--- src/spi_master_regs.svh ---
`ifndef SPI_MASTER_REGS_SVH
`define SPI_MASTER_REGS_SVH

// ----------------------------------------
// Register offsets
// ----------------------------------------
`define OFS_SERIAL_MASTER_CONFIG 8'h00
`define OFS_SERIAL_TX_BYTE_LOW 8'h01
`define OFS_SERIAL_TX_BYTE_MID 8'h02
`define OFS_SERIAL_TX_BYTE_HIGH 8'h03
`define OFS_SERIAL_EXECUTE_CONTROL 8'h04
`define OFS_SERIAL_RX_BYTE_LOW 8'h05
`define OFS_SERIAL_RX_BYTE_MID 8'h06
`define OFS_SERIAL_RX_BYTE_HIGH 8'h07
`define OFS_PIN_FUNCTION_CONFIG 8'h08
`define OFS_COMM_DIAGNOSTIC_CONTROL 8'h09
`define OFS_SERIAL_STATUS 8'h0a

// ----------------------------------------
// Field positions
// ----------------------------------------
`define CFG_LEN_MSB 4
`define CFG_LEN_LSB 0
`define CFG_CPHA_BIT 5
`define CFG_CPOL_BIT 6
`define EXE_GO_BIT 0
`define EXE_SS_BIT 1
`define PINCFG_MASTER_EN_BIT 0
`define DIAG_LOOPBACK_BIT 0
`define STAT_BUSY_BIT 0
`define STAT_SS_BIT 1

// ----------------------------------------
// Reset values
// ----------------------------------------
`define RST_SERIAL_MASTER_CONFIG 8'h08
`define RST_SERIAL_EXECUTE_CONTROL 8'h02
`define RST_BYTE 8'h00

// ----------------------------------------
// Timing
// ----------------------------------------
`define MCLK_PERIOD_NS 20
`define SCLK_HALF_NS 80
`define SCLK_HALF_CYCLES ((`SCLK_HALF_NS + `MCLK_PERIOD_NS - 1) / `MCLK_PERIOD_NS)
`define MAX_XFER_BITS 24

`endif

--- src/spi_master_pkg.sv ---
package spi_master_pkg;

    typedef enum logic [2:0] {
        ST_IDLE = 3'b001,
        ST_SHIFT = 3'b010,
        ST_DONE = 3'b100
    } xfer_state_t;

endpackage

--- src/sync_two_flop.sv ---
`timescale 1ns/100ps
module sync_two_flop (
    input wire logic mclk,
    input wire logic rst,
    input wire logic async_in,
    output logic sync_out
);
    logic stage1;

    always_ff @(posedge mclk or posedge rst) begin
        if (rst) begin
            stage1 <= 1'b0;
            sync_out <= 1'b0;
        end else begin
            stage1 <= async_in;
            sync_out <= stage1;
        end
    end
endmodule

--- src/half_period_ticker.sv ---
`timescale 1ns/100ps
module half_period_ticker #(
    parameter int HALF_DIV = 4
) (
    input wire logic mclk,
    input wire logic rst,
    input wire logic run,
    output logic tick
);
    logic [15:0] cnt;
    logic [15:0] next_cnt;
    logic next_tick;

    if (HALF_DIV < 1 || HALF_DIV > 65535) begin : bad_half_div
        $error("HALF_DIV out of range");
    end

    // Restarts while idle so every frame opens with a full half period
    always_comb begin
        next_cnt = 16'h0000;
        next_tick = 1'b0;
        if (run) begin
            if (cnt == 16'(HALF_DIV - 1)) begin
                next_tick = 1'b1;
            end else begin
                next_cnt = cnt + 16'h0001;
            end
        end
    end

    always_ff @(posedge mclk or posedge rst) begin
        if (rst) begin
            cnt <= 16'h0000;
            tick <= 1'b0;
        end else begin
            cnt <= next_cnt;
            tick <= next_tick;
        end
    end
endmodule

--- src/register_driven_spi_master.sv ---
// Our own choices: the plain strobed port and the placing of the registers.
`timescale 1ns/100ps
`include "spi_master_regs.svh"

// Contract
// - Pins act as master port only while master enable bit is 1.
// - Device generates serial clock itself and drives it out.
// - Outgoing bits go on MOSI, incoming bits captured from MISO.
// - Slave select pin follows the select control field.
// - Clock polarity bit chooses non-inverted or inverted serial clock.
// - Phase bit chooses sampling on leading or trailing edge.
// - Transfer is exactly length-field bits, one to twenty-four.
// - Three transmit bytes, first is least, third most significant.
// - Execute write 0x01 selects slave low and starts shifting.
// - Execute write 0x02 drives select high, no new transfer.
// - Received bits land in three receive bytes after transfer.
// - Loopback routes transmit data internally to receive input.
// - Loopback keeps all external serial pins frozen.
// - Entering loopback latches select pin at current control value.
// - Loopback leaves receive bytes equal to the low length-field bits of transmit bytes, upper bits zero.
module register_driven_spi_master #(
    parameter int HALF_DIV = `SCLK_HALF_CYCLES
) (
    input wire logic mclk,
    input wire logic rst,
    input wire logic [7:0] addr,
    input wire logic [7:0] wr_data,
    input wire logic wr_en,
    input wire logic rd_en,
    output logic [7:0] rd_data,
    output logic sclk_out,
    output logic sclk_oe_n,
    output logic mosi_out,
    output logic mosi_oe_n,
    output logic ss_out,
    output logic ss_oe_n,
    input wire logic miso_in
);
    // ----------------------------------------
    // Declarations
    // ----------------------------------------
    logic [7:0] cfg, tx_lo, tx_mid, tx_hi;
    logic ss_ctrl, pin_en, loopback, loopback_prev, loop_whole;
    logic [7:0] next_cfg, next_tx_lo, next_tx_mid, next_tx_hi, next_rd_data;
    logic next_ss_ctrl, next_pin_en, next_loopback;
    spi_master_pkg::xfer_state_t state, next_state;
    logic [5:0] edge_cnt, next_edge_cnt;
    logic [4:0] run_len, next_run_len;
    logic run_cpha, next_run_cpha;
    logic phase, next_phase;
    logic mosi_bit, next_mosi_bit;
    logic [23:0] tx_sh, next_tx_sh, rx_sh, next_rx_sh, rx_word, next_rx_word;
    logic next_sclk_out, next_mosi_out, next_ss_out, next_oe_n;
    logic [4:0] len_eff;
    logic [23:0] tx_word;
    logic exe_wr, start, tick, miso_s, miso_src, busy;
    logic lead, sample, drive, last_edge;

    // Two sync flops plus sampling need three cycles per half period
    if (HALF_DIV < 3) begin : bad_half_div
        $error("HALF_DIV must be at least three");
    end

    // ----------------------------------------
    // Helpers
    // ----------------------------------------
    sync_two_flop miso_sync (
        .mclk(mclk),
        .rst(rst),
        .async_in(miso_in),
        .sync_out(miso_s)
    );

    half_period_ticker #(.HALF_DIV(HALF_DIV)) ticker (
        .mclk(mclk),
        .rst(rst),
        .run(state == spi_master_pkg::ST_SHIFT),
        .tick(tick)
    );

    // Out-of-range lengths clamp rather than hang the engine
    always_comb begin
        if (cfg[`CFG_LEN_MSB:`CFG_LEN_LSB] == 5'd0) begin
            len_eff = 5'd1;
        end else if (cfg[`CFG_LEN_MSB:`CFG_LEN_LSB] > 5'(`MAX_XFER_BITS)) begin
            len_eff = 5'(`MAX_XFER_BITS);
        end else begin
            len_eff = cfg[`CFG_LEN_MSB:`CFG_LEN_LSB];
        end
    end

    assign tx_word = {tx_hi, tx_mid, tx_lo};
    assign busy = (state != spi_master_pkg::ST_IDLE);
    assign exe_wr = wr_en && (addr == `OFS_SERIAL_EXECUTE_CONTROL);
    // Go ignored while busy; select level still updates
    assign start = exe_wr && wr_data[`EXE_GO_BIT] && !busy;
    assign miso_src = loopback ? mosi_bit : miso_s;

    // ----------------------------------------
    // Register file
    // ----------------------------------------
    always_comb begin
        next_cfg = cfg;
        next_tx_lo = tx_lo;
        next_tx_mid = tx_mid;
        next_tx_hi = tx_hi;
        next_ss_ctrl = ss_ctrl;
        next_pin_en = pin_en;
        next_loopback = loopback;
        next_rd_data = 8'h00;
        if (wr_en) begin
            if (addr == `OFS_SERIAL_MASTER_CONFIG) begin
                next_cfg = wr_data;
            end else if (addr == `OFS_SERIAL_TX_BYTE_LOW) begin
                next_tx_lo = wr_data;
            end else if (addr == `OFS_SERIAL_TX_BYTE_MID) begin
                next_tx_mid = wr_data;
            end else if (addr == `OFS_SERIAL_TX_BYTE_HIGH) begin
                next_tx_hi = wr_data;
            end else if (addr == `OFS_SERIAL_EXECUTE_CONTROL) begin
                next_ss_ctrl = wr_data[`EXE_SS_BIT];
            end else if (addr == `OFS_PIN_FUNCTION_CONFIG) begin
                next_pin_en = wr_data[`PINCFG_MASTER_EN_BIT];
            end else if (addr == `OFS_COMM_DIAGNOSTIC_CONTROL) begin
                next_loopback = wr_data[`DIAG_LOOPBACK_BIT];
            end
        end
        if (rd_en) begin
            if (addr == `OFS_SERIAL_MASTER_CONFIG) begin
                next_rd_data = cfg;
            end else if (addr == `OFS_SERIAL_TX_BYTE_LOW) begin
                next_rd_data = tx_lo;
            end else if (addr == `OFS_SERIAL_TX_BYTE_MID) begin
                next_rd_data = tx_mid;
            end else if (addr == `OFS_SERIAL_TX_BYTE_HIGH) begin
                next_rd_data = tx_hi;
            end else if (addr == `OFS_SERIAL_EXECUTE_CONTROL) begin
                next_rd_data = {6'h00, ss_ctrl, 1'b0};
            end else if (addr == `OFS_SERIAL_RX_BYTE_LOW) begin
                next_rd_data = rx_word[7:0];
            end else if (addr == `OFS_SERIAL_RX_BYTE_MID) begin
                next_rd_data = rx_word[15:8];
            end else if (addr == `OFS_SERIAL_RX_BYTE_HIGH) begin
                next_rd_data = rx_word[23:16];
            end else if (addr == `OFS_PIN_FUNCTION_CONFIG) begin
                next_rd_data = {7'h00, pin_en};
            end else if (addr == `OFS_COMM_DIAGNOSTIC_CONTROL) begin
                next_rd_data = {7'h00, loopback};
            end else if (addr == `OFS_SERIAL_STATUS) begin
                next_rd_data = {6'h00, ss_out, busy};
            end
        end
    end

    always_ff @(posedge mclk or posedge rst) begin
        if (rst) begin
            cfg <= `RST_SERIAL_MASTER_CONFIG;
            tx_lo <= `RST_BYTE;
            tx_mid <= `RST_BYTE;
            tx_hi <= `RST_BYTE;
            ss_ctrl <= 1'b1;
            pin_en <= 1'b0;
            loopback <= 1'b0;
            loopback_prev <= 1'b0;
            rd_data <= 8'h00;
        end else begin
            cfg <= next_cfg;
            tx_lo <= next_tx_lo;
            tx_mid <= next_tx_mid;
            tx_hi <= next_tx_hi;
            ss_ctrl <= next_ss_ctrl;
            pin_en <= next_pin_en;
            loopback <= next_loopback;
            loopback_prev <= loopback;
            rd_data <= next_rd_data;
        end
    end

    // ----------------------------------------
    // Shift engine
    // ----------------------------------------
    assign lead = !edge_cnt[0];
    assign sample = lead ^ run_cpha;
    assign last_edge = (edge_cnt == {run_len, 1'b0} - 6'd1);
    // No data change after the final trailing edge
    assign drive = !sample && !last_edge;

    always_comb begin
        next_state = state;
        next_edge_cnt = edge_cnt;
        next_run_len = run_len;
        next_run_cpha = run_cpha;
        next_phase = phase;
        next_mosi_bit = mosi_bit;
        next_tx_sh = tx_sh;
        next_rx_sh = rx_sh;
        next_rx_word = rx_word;
        case (state)
            spi_master_pkg::ST_IDLE: begin
                if (start) begin
                    next_state = spi_master_pkg::ST_SHIFT;
                    next_edge_cnt = 6'd0;
                    next_run_len = len_eff;
                    next_run_cpha = cfg[`CFG_CPHA_BIT];
                    next_phase = 1'b0;
                    next_rx_sh = 24'h000000;
                    next_tx_sh = tx_word << (5'(`MAX_XFER_BITS) - len_eff);
                    if (!cfg[`CFG_CPHA_BIT]) begin
                        next_mosi_bit = next_tx_sh[23];
                        next_tx_sh = {next_tx_sh[22:0], 1'b0};
                    end
                end
            end
            spi_master_pkg::ST_SHIFT: begin
                if (tick) begin
                    next_phase = !phase;
                    next_edge_cnt = edge_cnt + 6'd1;
                    if (sample) begin
                        next_rx_sh = {rx_sh[22:0], miso_src};
                    end
                    if (drive) begin
                        next_mosi_bit = tx_sh[23];
                        next_tx_sh = {tx_sh[22:0], 1'b0};
                    end
                    if (last_edge) begin
                        next_state = spi_master_pkg::ST_DONE;
                    end
                end
            end
            spi_master_pkg::ST_DONE: begin
                next_rx_word = rx_sh;
                next_state = spi_master_pkg::ST_IDLE;
            end
            default: begin
                next_state = spi_master_pkg::ST_IDLE;
            end
        endcase
    end

    always_ff @(posedge mclk or posedge rst) begin
        if (rst) begin
            state <= spi_master_pkg::ST_IDLE;
            edge_cnt <= 6'd0;
            run_len <= 5'd1;
            run_cpha <= 1'b0;
            phase <= 1'b0;
            mosi_bit <= 1'b0;
            tx_sh <= 24'h000000;
            rx_sh <= 24'h000000;
            rx_word <= 24'h000000;
        end else begin
            state <= next_state;
            edge_cnt <= next_edge_cnt;
            run_len <= next_run_len;
            run_cpha <= next_run_cpha;
            phase <= next_phase;
            mosi_bit <= next_mosi_bit;
            tx_sh <= next_tx_sh;
            rx_sh <= next_rx_sh;
            rx_word <= next_rx_word;
        end
    end

    // ----------------------------------------
    // Pin drivers
    // ----------------------------------------
    // Pins hold while looped back; a polarity change then would glitch them
    always_comb begin
        next_oe_n = !pin_en;
        next_sclk_out = sclk_out;
        next_mosi_out = mosi_out;
        next_ss_out = ss_out;
        if (!loopback) begin
            next_sclk_out = cfg[`CFG_CPOL_BIT] ^ next_phase;
            next_mosi_out = next_mosi_bit;
            next_ss_out = ss_ctrl;
        end else if (!loopback_prev) begin
            next_ss_out = ss_ctrl;
        end
    end

    always_ff @(posedge mclk or posedge rst) begin
        if (rst) begin
            sclk_out <= 1'b0;
            mosi_out <= 1'b0;
            ss_out <= 1'b1;
            sclk_oe_n <= 1'b1;
            mosi_oe_n <= 1'b1;
            ss_oe_n <= 1'b1;
        end else begin
            sclk_out <= next_sclk_out;
            mosi_out <= next_mosi_out;
            ss_out <= next_ss_out;
            sclk_oe_n <= next_oe_n;
            mosi_oe_n <= next_oe_n;
            ss_oe_n <= next_oe_n;
        end
    end

    // ----------------------------------------
    // Assertions
    // ----------------------------------------
    localparam int MAX_FRAME = 400;
    logic [6:0] tick_seen;

    always_ff @(posedge mclk or posedge rst) begin
        if (rst) begin
            tick_seen <= 7'd0;
            loop_whole <= 1'b0;
        end else if (start) begin
            tick_seen <= 7'd0;
            loop_whole <= loopback;
        end else begin
            if (tick && state == spi_master_pkg::ST_SHIFT) begin
                tick_seen <= tick_seen + 7'd1;
            end
            if (!loopback) begin
                loop_whole <= 1'b0;
            end
        end
    end
endmodule

--- config.mk ---
export PLATFORM = sky130hd
export DESIGN_NAME = register_driven_spi_master
export DESIGN_NICKNAME = d
export VERILOG_FILES = /design/src/spi_master_pkg.sv /design/src/sync_two_flop.sv /design/src/half_period_ticker.sv /design/src/register_driven_spi_master.sv
export VERILOG_INCLUDE_DIRS = /design/src
export SDC_FILE = /design/constraint.sdc
export NUM_CORES = 1
export LEC_CHECK = 0
export BUFFER_PORTS_ARGS = -buffer_cell sky130_fd_sc_hd__buf_2
export CAP_MARGIN = 10
export CORE_ASPECT_RATIO = 2
export CORE_MARGIN = 4
export CORE_UTILIZATION = 56
export CTS_BUF_LIST = sky130_fd_sc_hd__clkbuf_16
export DETAILED_ROUTE_END_ITERATION = 8
export PLACE_DENSITY = 0.82
export SKIP_CTS_REPAIR_TIMING = 1
export SLEW_MARGIN = 30
export SYNTH_ARGS = -nofsm -noshare
export SYNTH_HDL_FRONTEND = slang
export SYNTH_SLANG_ARGS = --single-unit
--- constraint.sdc ---
create_clock -name mclk -period 5 [get_ports mclk]
set_input_delay 1 -clock mclk [delete_from_list [all_inputs] [get_ports mclk]]
set_output_delay 1 -clock mclk [all_outputs]
set_load 0.1 [all_outputs]
==> out/metrics.csv <==
metric,value,unit
status,finished clean,
syn_inst,829,
track_usage,0.290,
ys_ff_latch,156,
finalWeightedCongestion,0.984,
grt_max_degree,157,
max_cap_viol_count,0,
placed_cell_area,8820,sq um
crit_path_end_kind,flop,
grt_pass1_wl,38.0,mm
synth_edf_count,0,
drtPass1Iterations,6,
final_area,9450,sq um
htreeDepth,4,
die_y,182,um
worstPathCellList,"or4_1, nand2_8, inv_6, ha_1, buf_4, mux4_2, mux2i_1, nor2_1, a21oi_1, o221ai_1",
drv_slew,0,
setup_violations,0,
synth.net_count,854,
clock_path_buffers,2,
skew,0.00993,ns
synth_top_area_frac,0.443,
worst_path_max_delay_cell,or4_1,
worstMarginPinSlew,0.946,ns
fin_crit_sh,0.775,
powerDensity,327,nW/um^2
period_needed,3.87,ns
start_util,0.572,
timing.hold.ws,0.359,ns
synthTopCellsByArea,"dfrtp_1 44%, mux2_2 9.0%, nand2_1 5.0%",
yosysUniqueCellTypes,57,
synth_top_area_cell,dfrtp_1,
min_from,miso_sync.stage1$_DFF_PP0_,
dp_hpwl,16.7,mm
max_stage_delay,0.69,ns
min_path_cells,0,
drive_above_1_share,0.205,
numCtsBuffers,17,
cts_tree,yes,
vias,6792,
r2r_start,cfg[2]$_DFFE_PP0P_,
die_area,17300,sq um
wl_per_cell,22.2,um
area_growth,11.4,%
path_max_fanout,15,
path_clk_slew,0.07,ns
ys_seq_area_frac,0.461,
cp.required,5.30,ns
die_w,95.0,um
setup_tns,0,ns
rr_endpoint,tx_sh[19]$_DFFE_PP0P_,
insertion_delay,0.44,ns
p_leak,0.00427,uW
drc_errors,0,
clock_sinks,156,
core_area,14800,sq um
cts-root-buf,clkbuf_16,
gr-total-overflow,0,
rsz0062_at_grt,false,
hold_path_class,flop to flop,
route.met2.wl,12.7,mm
initialDrtViolationCount,403,
antenna_found_initial,0,
crit_type,flop to flop,
irDropWorstVdd,0.000275,V
ff2ff_setup_slack,1.13,ns
max_freq,258,MHz
critPathArrivalTime,4.18,ns
syn_area,8480,sq um
wl_met3,811,um
antenna_left,0,
vias_per_cell,6.44,
num_rows,63,
rr_worst_depth,10,
yosysWarnings,0,
maxUsedRoutingLayer,met4,
port_buffers,34,
synth.avg_cell_area,10.2,sq um
num_io_pins,35,
nNetsFinal,872,
hold_violations,0,
finalWirelength,23.4,mm
hold_end,miso_sync.sync_out$_DFF_PP0_,
max_slew_margin,0.359,
startpoint_type,flop,
met1Wirelength,8.11,mm
grt_pass1_vias,7064,
ys_async_sr_fraction,1.00,
synthFlopType,dfrtp_1,
antenna_cells,0,
-- how the worst max path moves through the flow --
stage	from	end	slack (ns)
floorplan	cfg[1]$_DFFE_PP0P_	tx_sh[16]$_DFFE_PP0P_	1.55
global placement	cfg[1]$_DFFE_PP0P_	tx_sh[22]$_DFFE_PP0P_	0.94
global route	cfg[2]$_DFFE_PP0P_	tx_sh[14]$_DFFE_PP0P_	0.92
detailed placement	cfg[1]$_DFFE_PP0P_	tx_sh[14]$_DFFE_PP0P_	1.22
finish	cfg[2]$_DFFE_PP0P_	tx_sh[19]$_DFFE_PP0P_	1.13
CTS	cfg[2]$_DFFE_PP0P_	tx_sh[14]$_DFFE_PP0P_	1.19
-- Yosys cell counts, types with 8 or more instances --
| library cell | n |
|---|---|
| nor2_1 | 60 |
| o21ai_0 | 62 |
| mux4_1 | 8 |
| and3_1 | 10 |
| nand2_1 | 114 |
| a31oi_1 | 12 |
| nand3_1 | 24 |
| xor2_1 | 13 |
| nor3b_1 | 17 |
| or3_1 | 9 |
| mux2_2 | 68 |
| clkbuf_1 | 39 |
| nand2b_1 | 11 |
| a22oi_1 | 16 |
| a21oi_1 | 23 |
| nand4_1 | 8 |
| nor3_1 | 18 |
| mux2i_1 | 28 |
| dfrtp_1 | 150 |
| a221oi_1 | 10 |
| o22ai_1 | 14 |
| xnor2_1 | 8 |
| mux4_2 | 12 |
| inv_1 | 14 |
-- cells in the final DEF, fill, tap and decap left out, types with 4 or more instances in the layout --
cell	instances
dfrtp_1	150
nand2_1	114
mux2_2	68
o21ai_0	62
nor2_1	60
buf_2	34
mux2i_1	27
nand3_1	24
a21oi_1	23
nor3_1	18
clkbuf_16	17
nor3b_1	16
a22oi_1	16
o22ai_1	14
inv_1	13
mux4_2	12
a31oi_1	12
xor2_1	12
buf_4	12
nand2b_1	11
and3_1	10
a221oi_1	10
or3_1	9
mux4_1	8
nand4_1	8
xnor2_1	8
nor4_1	6
o211a_1	6
inv_6	6
dfstp_2	6
o32ai_1	5
o31ai_1	4
ha_1	4
inv_8	4
-- area by class of cell --
class,count,area (sq um)
inverter,15,65.1
fill,1227,5370
tap,195,244
timing repair buffer,47,280
multi-input combinational,610,4320
sequential,156,3910
clock buffer,17,425
clock inverter,15,198
-- power breakdown --
part           leakage [uW]  total (uW)  switching (uW)  internal, uW
Sequential          0.00199        1340            41.7          1300
Clock              0.000303        1370             606           766
Combinational       0.00198         383             248           136
-- logic make-up after synthesis --
group,Yosys count,synth area share
muxes,116,0.180
DFF,156,0.461
AOI/OAI and AO/OA,179,0.138
xor gates and xnor gates,21,0.0217
buffers and inverters,63,0.0314
and+or+nand+nor,290,0.162
adders and majority gates,4,0.00590
-- through the flow --
stage | utilization | setup WS [ns] | std cells | power [uW]
global route | 0.637 | 0.919 | 1055 | 3190
finish | 0.637 | 1.13 | 1055 | 3090
CTS | 0.637 | 1.19 | 1055 | 3100
detailed placement | 0.595 | 1.22 | 1023 | 1730
floorplan | - | 1.55 | 829 | 1630
global placement | 0.595 | 0.938 | 1023 | 1730
-- per-layer routing --
metal  vias up  global-route usage
li1       3085                   -
met1      3382               0.306
met2       230               0.507
met3        95              0.0556
met4         0               0.197
met5         -                   0
-- worst max-delay path: cells and delay by family (launching register included) --
| kind | cells | cell delay, ns |
|---|---|---|
| AND/OR/NAND/NOR | 3 | 0.97 |
| buffers and inverters | 2 | 0.39 |
| AO/OA/AOI/OAI | 2 | 0.58 |
| adder cells (fa/ha/maj) | 1 | 0.57 |
| multiplexers | 2 | 0.77 |
| flip-flops | 1 | 0.43 |
-- flip-flops by register name, indices dropped and copies added (netlist names), 16 cells and up --
| register | cells |
|---|---|
| tx_sh | 24 |
| rx_word | 24 |
| rx_sh | 24 |
| ticker.cnt | 16 |
(Power assumes the default switching activity.)
